===== config.mk =====
export PLATFORM = sky130hd
export DESIGN_NAME = power_switch_supervisor
export DESIGN_NICKNAME = d
export VERILOG_FILES = /design/src/logic/psup_pkg.sv /design/src/logic/psup_gate_if.sv /design/src/logic/power_switch_supervisor.sv /design/src/logic/psup_ot_gate.sv /design/src/logic/psup_puc_latch.sv
export SDC_FILE = /design/constraint.sdc
export NUM_CORES = 1
export LEC_CHECK = 0
export BUFFER_PORTS_ARGS = -buffer_cell sky130_fd_sc_hd__buf_2
export CORE_MARGIN = 4
export CORE_UTILIZATION = 54
export CTS_CLUSTER_DIAMETER = 150
export DETAILED_ROUTE_END_ITERATION = 16
export MAX_ROUTING_LAYER = met4
export PLACE_DENSITY = 0.79
export SLEW_MARGIN = 20
export SYNTH_ARGS = -nofsm -noshare
export SYNTH_HDL_FRONTEND = slang
export SYNTH_SLANG_ARGS = --single-unit
export TNS_END_PERCENT = 50

===== constraint.sdc =====
create_clock -name clk -period 1.8 [get_ports clk]
set_clock_uncertainty 0.1 [all_clocks]
set_input_delay 0.36 -clock clk [delete_from_list [all_inputs] [get_ports clk]]
set_output_delay 0.36 -clock clk [all_outputs]
set_load 0.02 [all_outputs]

===== src/logic/psup_pkg.sv =====
// Shared constants and types of the power switch supervisor
package psup_pkg;
   // Data and address widths of the register port
   localparam int ADDR_W = 8;
   localparam int DATA_W = 8;
   localparam int NUM_SW = 7;

   // Register addresses
   localparam logic [7:0] ADDR_CTRL = 8'h00;
   localparam logic [7:0] ADDR_SWITCH = 8'h01;
   localparam logic [7:0] ADDR_STATUS = 8'h02;
   localparam logic [7:0] ADDR_INT_STATUS = 8'h03;
   localparam logic [7:0] ADDR_INT_MASK = 8'h04;
   localparam logic [7:0] ADDR_HELD = 8'h05;
   localparam logic [7:0] ADDR_DISC_SEL = 8'h08;

   // Control register fields
   localparam int CTRL_FORCE_ON = 0;
   localparam int CTRL_REG_EN = 1;
   localparam int CTRL_CONV_EN = 2;
   localparam int CTRL_AUTO_SEL = 3;
   localparam int CTRL_W = 4;

   // Status register fields
   localparam int ST_OVER_TEMP = 0;
   localparam int ST_COLLAPSED = 1;
   localparam int ST_MON_FALL = 2;
   localparam int ST_RECOVERY = 3;

   // Interrupt fields
   localparam int IRQ_FALL = 0;
   localparam int IRQ_RECOVER = 1;
   localparam int IRQ_OVER_TEMP = 2;
   localparam int IRQ_W = 3;

   // Switch positions
   localparam int SW_PA = 0;
   localparam int SW_SINGLE_WIRE = 1;
   localparam int SW_SERIAL = 2;
   localparam int SW_AUX_A = 3;
   localparam int SW_AUX_B = 4;
   localparam int SW_RADIO = 5;
   localparam int SW_CONV_TO_REG = 6;

   // Reset values
   localparam logic [3:0] CTRL_RESET = 4'h0;
   localparam logic [6:0] SWITCH_RESET = 7'h00;
   localparam logic [6:0] DISC_SEL_RESET = 7'h7F;
   localparam logic [2:0] INT_MASK_RESET = 3'h0;

   // Battery collapse tracking states
   typedef enum logic [1:0] {
      PSUP_NORMAL = 2'b01,
      PSUP_COLLAPSED = 2'b10
   } psup_state_type;
endpackage : psup_pkg


===== src/logic/psup_gate_if.sv =====
// Carrier between the supervisor and its over-temperature gate
`timescale 1ns/1ps
interface psup_gate_if;
   logic [psup_pkg::NUM_SW-1:0] request;
   logic convRequest;
   logic overTemp;
   logic [psup_pkg::NUM_SW-1:0] gatedSwitch;
   logic gatedConv;

   modport source (output request, output convRequest, output overTemp,
                   input gatedSwitch, input gatedConv);
   modport gate (input request, input convRequest, input overTemp,
                 output gatedSwitch, output gatedConv);
endinterface : psup_gate_if


===== src/logic/power_switch_supervisor.sv =====
// Top of the power switch supervisor with its register port
// How it works
// - Force-on bit keeps max-supply selection active regardless of other bits.
// - Battery falling through monitor threshold raises an interrupt.
// - That falling event turns off switches chosen in register 8.
// - Recovery comparator rising turns back on the switches turned off.
// - Converter and central over-temperature flags are ORed together.
// - Amplifier supply gating applies equally to all other gated switches.
// - Digital reset disables regulator, converter unless held and not over-temperature, all switches.
// - Microcontroller bias output stays on through and after reset.
// - After reset every register returns to its default value.
// - Power-up clear released at high battery level, asserted at low.
//
// Local design decisions: the plain strobed port and the placing of the registers.
`timescale 1ns/1ps
module power_switch_supervisor (
   // Clock and reset
   input wire logic clk,
   input wire logic rstn,
   // Register port
   input wire logic [psup_pkg::ADDR_W-1:0] regAddr,
   input wire logic [psup_pkg::DATA_W-1:0] regWdata,
   input wire logic regWrite,
   input wire logic regRead,
   output logic [psup_pkg::DATA_W-1:0] regRdata,
   // Battery level and comparator flags
   input wire logic batteryRiseOk,
   input wire logic batteryFallLow,
   input wire logic monitorFall,
   input wire logic recoveryHigh,
   // Temperature sensor flags
   input wire logic otConverter,
   input wire logic otCentral,
   // Configuration hold of the converter enable
   input wire logic converterHold,
   // Power controls
   output logic maxSelectForceOn,
   output logic converterEnable,
   output logic regulatorEnable,
   output logic [psup_pkg::NUM_SW-1:0] switchEnable,
   output logic microBiasSupply,
   output logic digitalPowerUpClearN,
   // Interrupt
   output logic irq
);
   localparam int NSW = psup_pkg::NUM_SW;

   logic clearActive;
   logic digReset;
   logic overTemp;
   logic overTempPrev;
   logic monitorPrev;
   logic recoveryPrev;
   logic fallEvt;
   logic recEvt;
   logic otEvt;
   logic [psup_pkg::CTRL_W-1:0] ctrl;
   logic [NSW-1:0] switchReq;
   logic [NSW-1:0] discSel;
   logic [NSW-1:0] heldOff;
   logic [psup_pkg::IRQ_W-1:0] intStatus;
   logic [psup_pkg::IRQ_W-1:0] intMask;
   logic [psup_pkg::IRQ_W-1:0] intClear;
   logic [psup_pkg::IRQ_W-1:0] intSet;
   logic [psup_pkg::DATA_W-1:0] next_rdata;
   psup_pkg::psup_state_type state;

   psup_gate_if gateBus ();

   // Power-up clear hysteresis
   psup_puc_latch uPuc (
      .clk(clk),
      .rstn(rstn),
      .batteryRiseOk(batteryRiseOk),
      .batteryFallLow(batteryFallLow),
      .clearActive(clearActive)
   );

   // Over-temperature gate
   psup_ot_gate uGate (
      .gateBus(gateBus)
   );

   // Digital reset from the pin or the power-up clear
   assign digReset = !rstn || clearActive;

   // Single over-temperature condition
   assign overTemp = otConverter | otCentral;

   // Requests into the gate, collapse hold applied first
   assign gateBus.request = switchReq & ~heldOff;
   assign gateBus.convRequest = ctrl[psup_pkg::CTRL_CONV_EN];
   assign gateBus.overTemp = overTemp;

   // Edge detection of the analog flags
   always_ff @(posedge clk)
   begin
      if (digReset)
      begin
         monitorPrev <= 1'b0;
         recoveryPrev <= 1'b0;
         overTempPrev <= 1'b0;
      end
      else
      begin
         monitorPrev <= monitorFall;
         recoveryPrev <= recoveryHigh;
         overTempPrev <= overTemp;
      end
   end

   assign fallEvt = monitorFall & ~monitorPrev;
   assign recEvt = recoveryHigh & ~recoveryPrev;
   assign otEvt = overTemp & ~overTempPrev;

   // Control registers written by software
   always_ff @(posedge clk)
   begin
      if (digReset)
      begin
         ctrl <= psup_pkg::CTRL_RESET;
         switchReq <= psup_pkg::SWITCH_RESET;
         discSel <= psup_pkg::DISC_SEL_RESET;
         intMask <= psup_pkg::INT_MASK_RESET;
      end
      else if (regWrite)
      begin
         if (regAddr == psup_pkg::ADDR_CTRL)
            ctrl <= regWdata[psup_pkg::CTRL_W-1:0];
         else if (regAddr == psup_pkg::ADDR_SWITCH)
            switchReq <= regWdata[NSW-1:0];
         else if (regAddr == psup_pkg::ADDR_DISC_SEL)
            discSel <= regWdata[NSW-1:0];
         else if (regAddr == psup_pkg::ADDR_INT_MASK)
            intMask <= regWdata[psup_pkg::IRQ_W-1:0];
      end
   end

   // Battery collapse tracking
   always_ff @(posedge clk)
   begin
      if (digReset)
      begin
         state <= psup_pkg::PSUP_NORMAL;
         heldOff <= '0;
      end
      else
      begin
         case (state)
            psup_pkg::PSUP_NORMAL:
               if (fallEvt)
               begin
                  heldOff <= switchReq & discSel;
                  state <= psup_pkg::PSUP_COLLAPSED;
               end
            psup_pkg::PSUP_COLLAPSED:
               if (recEvt)
               begin
                  heldOff <= '0;
                  state <= psup_pkg::PSUP_NORMAL;
               end
            default:
            begin
               heldOff <= '0;
               state <= psup_pkg::PSUP_NORMAL;
            end
         endcase
      end
   end

   // Interrupt status, set wins over write-one clear
   assign intClear = (regWrite && regAddr == psup_pkg::ADDR_INT_STATUS) ?
                     regWdata[psup_pkg::IRQ_W-1:0] : '0;
   assign intSet = {otEvt,
                    recEvt && state == psup_pkg::PSUP_COLLAPSED,
                    fallEvt};

   always_ff @(posedge clk)
   begin
      if (digReset)
         intStatus <= '0;
      else
         intStatus <= (intStatus & ~intClear) | intSet;
   end

   // Interrupt output level
   always_ff @(posedge clk)
   begin
      if (digReset)
         irq <= 1'b0;
      else
         irq <= |(((intStatus & ~intClear) | intSet) & intMask);
   end

   // Power control outputs
   always_ff @(posedge clk)
   begin
      if (digReset)
      begin
         regulatorEnable <= 1'b0;
         switchEnable <= '0;
         converterEnable <= converterHold & ~overTemp;
         maxSelectForceOn <= 1'b0;
      end
      else
      begin
         regulatorEnable <= ctrl[psup_pkg::CTRL_REG_EN];
         switchEnable <= gateBus.gatedSwitch;
         converterEnable <= gateBus.gatedConv;
         maxSelectForceOn <= ctrl[psup_pkg::CTRL_FORCE_ON] |
            (ctrl[psup_pkg::CTRL_AUTO_SEL] & gateBus.gatedConv);
      end
   end

   // Always-on bias and power-up clear pin
   always_ff @(posedge clk)
   begin
      microBiasSupply <= 1'b1;
      digitalPowerUpClearN <= !clearActive;
   end

   // Read data selection
   always_comb
   begin
      next_rdata = '0;
      if (!regRead)
         next_rdata = '0;
      else if (regAddr == psup_pkg::ADDR_CTRL)
         next_rdata[psup_pkg::CTRL_W-1:0] = ctrl;
      else if (regAddr == psup_pkg::ADDR_SWITCH)
         next_rdata[NSW-1:0] = switchReq;
      else if (regAddr == psup_pkg::ADDR_STATUS)
      begin
         next_rdata[psup_pkg::ST_OVER_TEMP] = overTemp;
         next_rdata[psup_pkg::ST_COLLAPSED] =
            (state == psup_pkg::PSUP_COLLAPSED);
         next_rdata[psup_pkg::ST_MON_FALL] = monitorFall;
         next_rdata[psup_pkg::ST_RECOVERY] = recoveryHigh;
      end
      else if (regAddr == psup_pkg::ADDR_INT_STATUS)
         next_rdata[psup_pkg::IRQ_W-1:0] = intStatus;
      else if (regAddr == psup_pkg::ADDR_INT_MASK)
         next_rdata[psup_pkg::IRQ_W-1:0] = intMask;
      else if (regAddr == psup_pkg::ADDR_HELD)
         next_rdata[NSW-1:0] = heldOff;
      else if (regAddr == psup_pkg::ADDR_DISC_SEL)
         next_rdata[NSW-1:0] = discSel;
   end

   // Read data register, valid one cycle after the strobe
   always_ff @(posedge clk)
   begin
      if (!rstn)
         regRdata <= '0;
      else
         regRdata <= next_rdata;
   end
endmodule : power_switch_supervisor


===== src/logic/psup_ot_gate.sv =====
// Over-temperature gating of the converter and load switch enables
`timescale 1ns/1ps
module psup_ot_gate (
   // Requests in, gated enables out
   psup_gate_if.gate gateBus
);
   genvar i;

   // Every switch takes the same gate as the amplifier supply
   generate
      for (i = 0; i < psup_pkg::NUM_SW; i++)
      begin : gSw
         assign gateBus.gatedSwitch[i] =
            gateBus.request[i] & ~gateBus.overTemp;
      end
   endgenerate

   // Converter enable forced off while hot
   assign gateBus.gatedConv = gateBus.convRequest & ~gateBus.overTemp;
endmodule : psup_ot_gate


===== src/logic/psup_puc_latch.sv =====
// Hysteresis latch of the digital power-up clear
`timescale 1ns/1ps
module psup_puc_latch (
   // Clock and reset
   input wire logic clk,
   input wire logic rstn,
   // Battery level flags
   input wire logic batteryRiseOk,
   input wire logic batteryFallLow,
   // Clear state, high while the logic is held cleared
   output logic clearActive
);
   // Assert at the low level, release at the high level
   always_ff @(posedge clk)
   begin
      if (!rstn)
         clearActive <= 1'b1;
      else if (batteryFallLow)
         clearActive <= 1'b1;
      else if (batteryRiseOk)
         clearActive <= 1'b0;
   end
endmodule : psup_puc_latch


==> results of run 1 <==
metrics by stage:
stage               area, sq um  std cells  hold WS (ns)
floorplan                  2380        237         0.289
global placement           2690        331         0.304
detailed placement         2690        331         0.318
CTS                        2800        339         0.146
global route               2800        339         0.146
finish                     2800        339         0.142
Yosys cell counts, drive strengths merged, types with 2 or more instances:
library cell and instances:
dfxtp 56, nor2 37, mux2i 26, nand2 14, nor3b 12, a32oi 9
buf 9, nor2b 8, and2 6, nand2b 6, a22oi 5, inv 4
mux2 4, nand4 4, nor3 4, o21ai 4, a21oi 3, nand3 3
o211ai 3, clkbuf 2, conb 2, nand4b 2, o2bb2ai 2
flip-flops by register name (all words and copies together), names as in the netlist, 2 cells and up:
signal	count
regRdata	7
switchEnable	7
intStatus	3
switchReq	7
heldOff	7
discSel	7
ctrl	4
intMask	3
state	2
layout by cell type (no fill, tap or decap), drive strengths merged, types with 3 or more instances in the layout:
cell	netlist	final
nand3	3	3
o211ai	3	3
mux2	4	4
a32oi	9	9
clkbuf	2	6
nand2b	6	6
mux2i	26	26
nor2	37	37
buf	9	55
dfxtp	56	56
and2	6	6
nand2	14	14
nor3	4	4
o21ai	4	4
inv	4	4
nand4	4	4
nor3b	12	12
a22oi	5	5
a21oi	3	3
nor2b	8	8
per-layer routing:
layer  part of all wire [%]  vias up  GRT usage [%]
li1                       -      939              -
met1                     46      917           27.9
met2                     47       54           33.0
met3                    6.0        8           3.92
met4                    1.2        0           6.52
met5                      0        -              -
kinds of logic (layout without fill, tap and decap cells):
| kind of cell | Yosys count | count (layout) | share of synthesized area (%) |
|---|---|---|---|
| AO/OA/AOI/OAI | 34 | 34 | 10.9 |
| buffers and inverters | 15 | 67 | 3.52 |
| flip-flops | 56 | 56 | 47.0 |
| multiplexers | 31 | 31 | 13.7 |
| other | 2 | 2 | 0.315 |
| AND/OR/NAND/NOR | 99 | 99 | 24.6 |
report_power, final:
group          switching (W)  total, W  internal, W
combinational       0.000106  0.000175    0.0000692
clock               0.000382  0.000795     0.000413
sequential        0.00000296   0.00125      0.00124
worst paths after layout:
path,to,slack (ns),cells after the start
setup reg to reg,regRdata[1],0.37,4
setup / recovery,regRdata[1],0.37,4
hold reg to reg,digitalPowerUpClearN,0.33,1
hold / removal,converterEnable,0.14,2
area by class of cell:
| type | count | area [sq um] | share of cell area (%) |
|---|---|---|---|
| multi-input cells | 166 | 1180 | 42.1 |
| clock inverters | 2 | 35.0 | 1.25 |
| inverters | 4 | 15.0 | 0.536 |
| flip-flops and latches | 56 | 1120 | 40.0 |
| well taps | 50 | 62.6 | 2.23 |
| clock buffers | 6 | 72.6 | 2.59 |
| repair buffers | 55 | 315 | 11.3 |
==> summary.md, run 1 <==
| Metric | Value |
|---|---|
| Hold Fails Final Rpt | `0` |
| Fin. max-slew vios | `0` |
| Status | `finished clean` |
| Final setup violation count | `0` |
| IO Port Bufs | `between 40 and 50` |
| Avg Cell Area, Syn | `~10 sq um` |
| Cts hold-fix bufs | `0` |
| Async SR Flop Fraction | `0%` |
| Syn Std Cell Area | `approximately 2400 sq um` |
| Final core utilization | `between 60% and 70%` |
| Row count | `23` |
| Clock buffer count from CTS | `5` |
| Synthesized Nets | `264` |
| Critical Path Start | `state[1]` |
| # fillers | `approximately 350` |
| Core area | `between 4000 and 5000 sq um` |
| Worst path cell trace | `nor2b_1 > mux4_2 > a22oi_1 > nor2_1` |
| Antenna cells | `0` |
| Post-CTS Repair Setup Buffers | `0` |
| Clk Tree Root Cell | `clkbuf_8` |
| Largest net degree at the start of global routing | `26` |
| Count of cell types in the netlist | `between 40 and 50` |
| Detailed placer's ending HPWL | `between 3 and 4 mm` |
| # clock sinks | `56` |
| DR DRC count | `0` |
| Main synth FF type | `dfxtp_1` |
| WP buf/inv | `0` |
| Top cell type's share of synthesized area | `a little under half` |
| VDD IR max | `approximately 0.61 mV` |
| Die H | `74.5 microns` |
| Syn-to-layout area delta | `17.5%` |
| Hold Path Origin | `otConverter` |
| CTS tree | `built` |
| Vias in the first global route | `about 1,900` |
| Clock Tree Buf Depth | `2` |
| Final Cycle Share | `79.3%` |
| Die Width | `approximately 74 microns` |
| Via count | `approximately 1,900` |
| Post-synth EDFFs | `0` |
| Skew-Pair Late Insertion Delay | `about 0.30 ns` |
| Via/cell ratio | `roughly 5.7` |
| Final net count | `between 300 and 400` |
| Worst-path clk slew | `0.09 ns` |
| Worst EP arrival | `1.53 ns` |
| Register area share after synthesis | `a little under half` |
| Gr usage total | `roughly a fifth` |
| Placer Congestion | `between 0.8 and 0.9` |
| Main area contributors after synthesis | `dfxtp_1, mux2i_1, nor2_1, nor3b_1, a32oi_1` |
| Launch point of the worst reg-to-reg path | `state[1]` |
| Setup ws final | `0.372 ns` |
| RSZ-0062 raised after global routing | `no` |
| Setup tns final | `0 ns` |
| Largest stage delay on the critical path | `roughly 0.46 ns` |
| Flops & latches, synth | `56` |
| Pre-CTS setup slack | `approximately 0.094 ns` |
| Cell family with most CP delay | `multiplexers` |
| Drt wl/cell | `between 15 and 20 microns` |
| Worst path required time | `1.90 ns` |
| Initial Util | `between 50% and 60%` |
| Pwr/cell area | `between 700 and 800 nW/um^2` |
| Final ANT Viol Nets | `0` |
| H-tree depth | `2` |
| Fin crit period | `1.43 ns` |
| HP Class | `primary input to register` |
| Top-level port count | `48` |
| Yosys warning total | `0` |
| Initial drt markers | `around 120` |
| Layout cell share with drive strength beyond 1 | `a little over a quarter` |
| Initial antenna violation count | `0` |
| Final wirelength | `roughly 5.3 mm` |
| GRT overflow | `0` |
| Dominant cell type by area after synthesis | `dfxtp_1` |
| Maximum clock frequency | `0.700 GHz` |
| Setup Crit Path Kind | `register to register` |
| Post-CTS sizing | `0` |
| Max-cap violation count | `0` |
| Total power | `around 0.0022 W` |
| Startpoint types | `register` |
| Router iterations before antenna repair | `4` |
| Critical path's slowest cell | `mux4_2` |
| Worst Path Max Fanout | `3` |
| First-pass GRT wire length | `around 8.7 mm` |
| Mapped Cells | `between 200 and 250` |
| CP Capture Type | `register` |
| Die area | `5540 sq um` |
| Lkg Pwr | `between 1 and 1.5 nW` |
Note: power is estimated with default switching activity, not from simulation.
==> run 2, diff against run 1 <==
--- a/config.mk
+++ b/config.mk
@@ -5,13 +5,14 @@
 export SDC_FILE = /design/constraint.sdc
 export NUM_CORES = 1
 export LEC_CHECK = 0
+export ABC_AREA = 1
 export BUFFER_PORTS_ARGS = -buffer_cell sky130_fd_sc_hd__buf_2
 export CORE_MARGIN = 4
 export CORE_UTILIZATION = 54
 export CTS_CLUSTER_DIAMETER = 150
 export DETAILED_ROUTE_END_ITERATION = 16
 export MAX_ROUTING_LAYER = met4
-export PLACE_DENSITY = 0.79
+export PLACE_DENSITY = 0.78
 export SLEW_MARGIN = 20
 export SYNTH_ARGS = -nofsm -noshare
 export SYNTH_HDL_FRONTEND = slang
==> constraint.sdc (replaced) <==
create_clock -name clk -period 1.4 [get_ports clk]
set_clock_uncertainty 0.1 [all_clocks]
set_input_delay 0.28 -clock clk [delete_from_list [all_inputs] [get_ports clk]]
set_output_delay 0.28 -clock clk [all_outputs]
set_load 0.02 [all_outputs]
==> summary.md, run 2 <==
| Metric | Value |
|---|---|
| Avg Cell Area, Syn | `7.58 sq um (-25%)` |
| Pwr/cell area | `912 nW/um^2 (+15%)` |
| Syn Std Cell Area | `2460 sq um (+3.0%)` |
| Dpl cells | `440 (+33%)` |
| Clock Tree Buf Depth | `2 (unchanged)` |
| Die Width | `75.5 microns (+1.3%)` |
| Worst path cell trace | `or2_4 > nor3_4 > buf_4 > nand3_1 > a21oi_1` |
| Busiest grt layer | `met2` |
| Worst path required time | `1.56 ns (-0.34 ns)` |
| Initial Util | `56.1% (-1.5 points)` |
| Top cell type's share of synthesized area | `45.6% (-1.4 points)` |
| Synthesized Nets | `351 (+33%)` |
| Initial antenna violation count | `0 (unchanged)` |
| CP Capture Type | `register` |
| Most frequent cells in the layout | `nand2_1, dfxtp_1, buf_2` |
| Area post-placement | `2920 sq um (+8.2%)` |
| Clock buffer count from CTS | `5 (unchanged)` |
| Final Cycle Share | `89.8% (+10 points)` |
| Post-synthesis mux area share | `0% (-14 points)` |
| RSZ-0062 raised after global routing | `no` |
| Most common cell after layout, fill and taps aside | `nand2_1` |
| Hold Fails Final Rpt | `0 (unchanged)` |
| Total power | `0.00275 W (+24%)` |
| Final wirelength | `5.52 mm (+3.5%)` |
| Initial drt markers | `168 (+37%)` |
| Final ANT Viol Nets | `0 (unchanged)` |
| Cts hold-fix bufs | `0 (unchanged)` |
| Detailed placer's ending HPWL | `4.22 mm (+7.4%)` |
| Clk Tree Root Cell | `clkbuf_8` |
| Fraction of the mapped netlist area in simple logic gates | `32.3% (+7.8 points)` |
| Setup Crit Path Kind | `register to register` |
| Seq pwr share | `58.4% (+2.1 points)` |
| Top-level port count | `48 (unchanged)` |
| Worst-path clk slew | `0.11 ns (+0.02 ns)` |
| Vias in the first global route | `2,067 (+12%)` |
| Row count | `24 (+4.3%)` |
| Commonest cells in the netlist | `nand2_1, dfxtp_1, inv_1, nand3_1, a21oi_1` |
| Syn-to-layout area delta | `22.7%` |
| Post-layout instance area | `3010 sq um (+7.6%)` |
| Main area contributors after synthesis | `dfxtp_1, nand2_1, nand3_1, inv_1, a21oi_1` |
| Die area | `5690 sq um (+2.7%)` |
| GRT overflow | `0 (unchanged)` |
| Core area | `4380 sq um (+5.8%)` |
| Status | `finished clean` |
| Async SR Flop Fraction | `0% (unchanged)` |
| Critical path's slowest cell | `dfxtp_1` |
| Dominant cell type by area after synthesis | `dfxtp_1` |
| Fin crit period | `1.26 ns (-0.171 ns)` |
| DR DRC count | `0 (unchanged)` |
| Worst EP arrival | `1.42 ns (-0.11 ns)` |
| Skew-Pair Late Insertion Delay | `0.32 ns (+0.02 ns)` |
| Final non-filler cell total | `448 (+32%)` |
| Die H | `75.5 microns (+1.3%)` |
| Largest family of logic cells by synthesized area | `simple AND/OR/NAND/NOR gates` |
| Startpoint types | `register` |
| Grt met3 use | `4.22% (+0.30 points)` |
| Main synth FF type | `dfxtp_1` |
| IO Port Bufs | `44 (unchanged)` |
| Met2 usage | `34.6% (+1.6 points)` |
| Via count | `2,247 (+17%)` |
| Largest stage delay on the critical path | `0.31 ns (-0.15 ns)` |
| Largest net degree at the start of global routing | `20 (-23%)` |
| Placer Congestion | `0.879 (+2.7%)` |
| Router iterations before antenna repair | `4 (unchanged)` |
| Via/cell ratio | `5.02 (-11%)` |
| Lkg Pwr | `1.42 nW (+12%)` |
| Maximum clock frequency | `0.795 GHz (+14%)` |
| Clock power share | `33.4% (-2.5 points)` |
| Sw power | `0.000694 W (+41%)` |
| CTS tree | `built` |
| Register area share after synthesis | `45.6% (-1.4 points)` |
| First-pass GRT wire length | `9.30 mm (+6.9%)` |
| Compound-Gate Fraction of Synth Area | `12.6% (+1.8 points)` |
| VDD IR max | `0.875 mV (+44%)` |
| Post-synth EDFFs | `0 (unchanged)` |
| Final net count | `422 (+34%)` |
| Fin. max-slew vios | `0 (unchanged)` |
| # clock sinks | `56 (unchanged)` |
| Mapped Cells | `324 (+37%)` |
| H-tree depth | `2 (unchanged)` |
| Gr usage total | `22.2% (+1.1 points)` |
| HP Class | `primary input to register` |
| Max-cap violation count | `0 (unchanged)` |
| Final setup violation count | `0 (unchanged)` |
| Yosys warning total | `0 (unchanged)` |
| Antenna cells | `0 (unchanged)` |
| Xor and xnor fraction of the mapped netlist area | `0% (unchanged)` |
| Count of cell types in the netlist | `33 (-28%)` |
| Layout cell share with drive strength beyond 1 | `28.5% (+1.5 points)` |
| Worst Path Max Fanout | `5 (+2)` |
| Post-Synth Adder-Cell Area | `0% (unchanged)` |
| Most common cell in the netlist | `nand2_1` |
| Cell Int Power | `0.00206 W (+19%)` |
| Flops & latches, synth | `56 (unchanged)` |
| Drt wl/cell | `12.3 microns (-22%)` |
| Combinational power share | `8.2% (+0.3 points)` |
| GRT met1 Usage | `29.1% (+1.3 points)` |
| Sw Share | `25.2% (+3.1 points)` |
## run 2: changes by cell type in the layout (fill, tap and decap cells not counted), sizes merged, moves of 8 or more
cell   previous run  this run
nand2            14        74
inv               4        47
nand3             3        34
a21oi             3        30
mux2i            26         0
buf              55        71
o21ai             4        20
nor3b            12         1
a32oi             9         0
nor2b             8         0
## run 2: kinds of logic (layout without fill, tap and decap cells)
kind of cell    Yosys count  after routing
simple gates            156            156
flops                    56             56
compound gates           55             55
buf+inv                  55            127
other cells               2              2
## run 2: final timing paths
kind                                        from              endpoint  slack (ns)  cells past startpoint
worst max-delay path                 monitorPrev            heldOff[2]        0.14                      5
worst min register to register  uPuc.clearActive  digitalPowerUpClearN        0.34                      1
worst max register to register       monitorPrev            heldOff[2]        0.14                      5
worst min-delay path               batteryRiseOk      uPuc.clearActive        0.03                      2
## run 2: final cells by class
| cell class | count | area, sq um |
|---|---|---|
| Inverter | 48 | 181 |
| Timing Repair Buffer | 71 | 435 |
| Sequential cell | 56 | 1120 |
| Clock buffer | 5 | 68.8 |
| Multi-Input combinational cell | 213 | 1110 |
| Clock inverter | 3 | 27.5 |
| Fill cell | 355 | 1370 |
| Tap cell | 52 | 65.1 |
## run 2: what timing repair did
action | in CTS | in global routing
resized for setup | 0 | 2
setup buffers | 0 | 0
endpoints found under the setup margin | 0 | 7
## run 2: critical path: cells and delay by family (launching register included)
| kind | cells | cell delay [ns] |
|---|---|---|
| buffers and inverters | 1 | 0.17 |
| AO/OA/AOI/OAI | 1 | 0.12 |
| AND/OR/NAND/NOR | 3 | 0.50 |
| flip-flops | 1 | 0.31 |
## run 2: per-layer routing
metal / share of wire (%) / vias up
met5: 0 / -
met4: 1.4 / 0
met2: 46 / 66
met1: 45 / 1003
met3: 7.1 / 8
li1: - / 1170
## run 2: power groups by stage
| stage | combinational [W] | sequential, W | clock [W] |
|---|---|---|---|
| 2_1_floorplan | 0.000110 | 0.00165 | 0 |
| 3_3_place_gp | 0.000220 | 0.00164 | 0 |
| 3_5_place_dp | 0.000223 | 0.00164 | 0 |
| 4_1_cts | 0.000225 | 0.00161 | 0.000933 |
| 5_1_grt | 0.000249 | 0.00161 | 0.00101 |
| 6_report | 0.000225 | 0.00161 | 0.000920 |
## run 2: per-stage QoR
stage / worst slack [ns] / utilization (%) / hold slack [ns] / setup TNS (ns)
floorplan: 0.143 / - / 0.280 / 0
global placement: -0.0798 / 66.5 / 0.314 / -0.974
detailed placement: -0.109 / 66.5 / 0.323 / -1.28
CTS: 0.0428 / 68.7 / 0.0265 / 0
global route: 0.0183 / 68.8 / 0.0587 / 0
finish: 0.142 / 68.8 / 0.0328 / 0
==> run 3, diff against run 2 <==
--- a/config.mk
+++ b/config.mk
@@ -7,6 +7,8 @@
 export LEC_CHECK = 0
 export ABC_AREA = 1
 export BUFFER_PORTS_ARGS = -buffer_cell sky130_fd_sc_hd__buf_2
+export CAP_MARGIN = 20
+export CORE_ASPECT_RATIO = 0.8
 export CORE_MARGIN = 4
 export CORE_UTILIZATION = 54
 export CTS_CLUSTER_DIAMETER = 150
==> constraint.sdc (replaced) <==
create_clock -name clk -period 1.4 [get_ports clk]
set_clock_uncertainty 0.1 [all_clocks]
set_input_delay 0 -clock clk [delete_from_list [all_inputs] [get_ports clk]]
set_output_delay 0 -clock clk [all_outputs]
set_load 0.02 [all_outputs]
==> summary.md, run 3 (synthesized netlist as in run 2, its figures left out) <==
| Metric | Value |
|---|---|
| Status | `finished clean` |
| # fillers | `340 (-4.2%)` |
| Sw Share | `23.5% (-1.7 points)` |
| Vias in the first global route | `2,181 (+5.5%)` |
| Die area | `5700 sq um (+0.11%)` |
| Worst path required time | `1.55 ns (about the same)` |
| Largest stage delay on the critical path | `0.57 ns (+0.26 ns)` |
| Fin. max-slew vios | `0 (unchanged)` |
| Drt wl/cell | `13.2 microns (+7.4%)` |
| Final ANT Viol Nets | `0 (unchanged)` |
| Dpl cells | `427 (-3.0%)` |
| Worst EP arrival | `1.46 ns (+0.04 ns)` |
| Detailed placer's ending HPWL | `4.38 mm (+3.8%)` |
| RSZ-0062 raised after global routing | `yes` |
| First-pass GRT wire length | `10.0 mm (+7.6%)` |
| Multi-input gate area | `1110 sq um (unchanged)` |
| Maximum clock frequency | `0.763 GHz (-4.1%)` |
| Seq pwr share | `58.5% (about the same)` |
| Largest net degree at the start of global routing | `17 (-15%)` |
| Combinational power share | `8.6% (+0.4 points)` |
| # clock sinks | `56 (unchanged)` |
| Top-level port count | `48 (unchanged)` |
| Initial antenna violation count | `0 (unchanged)` |
| Clk Tree Root Cell | `clkbuf_8` |
| Syn-to-layout area delta | `23.2%` |
| Layout cell share with drive strength beyond 1 | `23.9% (-4.6 points)` |
| Final setup violation count | `0 (unchanged)` |
| Reg area | `1120 sq um (unchanged)` |
| Max-cap violation count | `0 (unchanged)` |
| Antenna cells | `0 (unchanged)` |
| Skew-Pair Late Insertion Delay | `0.30 ns (-0.02 ns)` |
| VDD IR max | `0.642 mV (-27%)` |
| Via count | `2,273 (+1.2%)` |
| Final net count | `419 (-0.71%)` |
| Final Cycle Share | `93.6% (+3.8 points)` |
| Router iterations before antenna repair | `4 (unchanged)` |
| Placer Congestion | `0.897 (+2.0%)` |
| Most common cell after layout, fill and taps aside | `nand2_1` |
| Die H | `68.3 microns (-9.4%)` |
| Cell Int Power | `0.00210 W (+2.1%)` |
| Lkg Pwr | `1.39 nW (-2.2%)` |
| Final wirelength | `5.96 mm (+7.9%)` |
| Clock Tree Buf Depth | `2 (unchanged)` |
| Fin crit period | `1.31 ns (+0.0533 ns)` |
| Sw power | `0.000645 W (-7.0%)` |
| Core area | `4280 sq um (-2.3%)` |
| Hold_ws | `0.00930 ns (-0.0235 ns)` |
| GRT overflow | `0 (unchanged)` |
| Setup Crit Path Kind | `register to register` |
| H-tree depth | `2 (unchanged)` |
| Die Width | `83.4 microns (+11%)` |
| Final core utilization | `70.7% (+1.9 points)` |
| Startpoint types | `register` |
| Critical path's slowest cell | `dlygate4sd3_1` |
| Row count | `21 (-13%)` |
| Initial drt markers | `173 (+3.0%)` |
| Worst path cell trace | `inv_1 > o21ai_0 > dlygate4sd3_1` |
| DR DRC count | `0 (unchanged)` |
| CP Capture Type | `register` |
| HP Class | `primary input to register` |
| Clock buffer count from CTS | `5 (unchanged)` |
| Gr usage total | `23.0% (+0.75 points)` |
| Pwr/cell area | `907 nW/um^2 (-0.60%)` |
| Via/cell ratio | `5.05 (+0.71%)` |
| IO Port Bufs | `44 (unchanged)` |
| Worst Path Max Fanout | `2 (-3)` |
| Hold Fails Final Rpt | `0 (unchanged)` |
| CTS tree | `built` |
| Clock power share | `32.9% (-0.5 points)` |
| Most frequent cells in the layout | `nand2_1, dfxtp_1, buf_2` |
| Worst-path clk slew | `0.09 ns (-0.02 ns)` |
| Initial Util | `57.4% (+1.3 points)` |
| Final non-filler cell total | `450 (+0.45%)` |
## run 3: path summary, 6_finish.rpt
path | to | from | cells past startpoint | slack, ns
max | uPuc.clearActive | uPuc.clearActive | 3 | 0.09
min | converterEnable | otConverter | 5 | 0.009
max reg2reg | uPuc.clearActive | uPuc.clearActive | 3 | 0.09
min reg2reg | digitalPowerUpClearN | uPuc.clearActive | 1 | 0.35
## run 3: cell type report
cell class                      instances  area share [%]
Tap cell                               57            2.36
Timing Repair Buffer                   68            14.6
Inverter                               48            6.08
Clock buffer                            7            2.85
Sequential cell                        56            37.0
Multi-Input combinational cell        213            36.8
Clock inverter                          1           0.248
## run 3: power groups by stage
stage	Sequential [W]	Combinational [W]	Clock, W
after floorplan	0.00165	0.000110	0
after global placement	0.00164	0.000197	0
after detailed placement	0.00164	0.000200	0
after CTS	0.00160	0.000232	0.000913
after global routing	0.00161	0.000259	0.000974
final	0.00160	0.000237	0.000904
## run 3: repair_timing
item | 4_1_cts | 5_1_grt
setup buffers | 0 | 0
gates resized for setup | 0 | 3
setup endpoints to repair | 0 | 8
hold endpoints to repair | 28 | 0
hold buffers | 15 | 0
## run 3: worst max-delay path: cells and delay by family, from the launching register on
family / cells / cell delay (ns)
AOI/OAI and AO/OA: 1 / 0.14
buffers and inverters: 2 / 0.64
DFF: 1 / 0.39
## run 3: layer usage
metal	GRT usage, %	wire, microns
met5	-	0
met4	6.63	50
met3	4.69	427
met2	38.1	2660
met1	28.9	2820
## run 3: through the flow
stage | worst slack, ns | instance area (sq um) | power (W) | TNS, ns
3_3_place_gp | 0.135 | 2770 | 0.00184 | 0
2_1_floorplan | 0.197 | 2460 | 0.00176 | 0
4_1_cts | 0.0329 | 3020 | 0.00275 | 0
6_report | 0.0891 | 3030 | 0.00275 | 0
5_1_grt | -0.00117 | 3030 | 0.00284 | -0.00117
3_5_place_dp | 0.0539 | 2770 | 0.00184 | 0
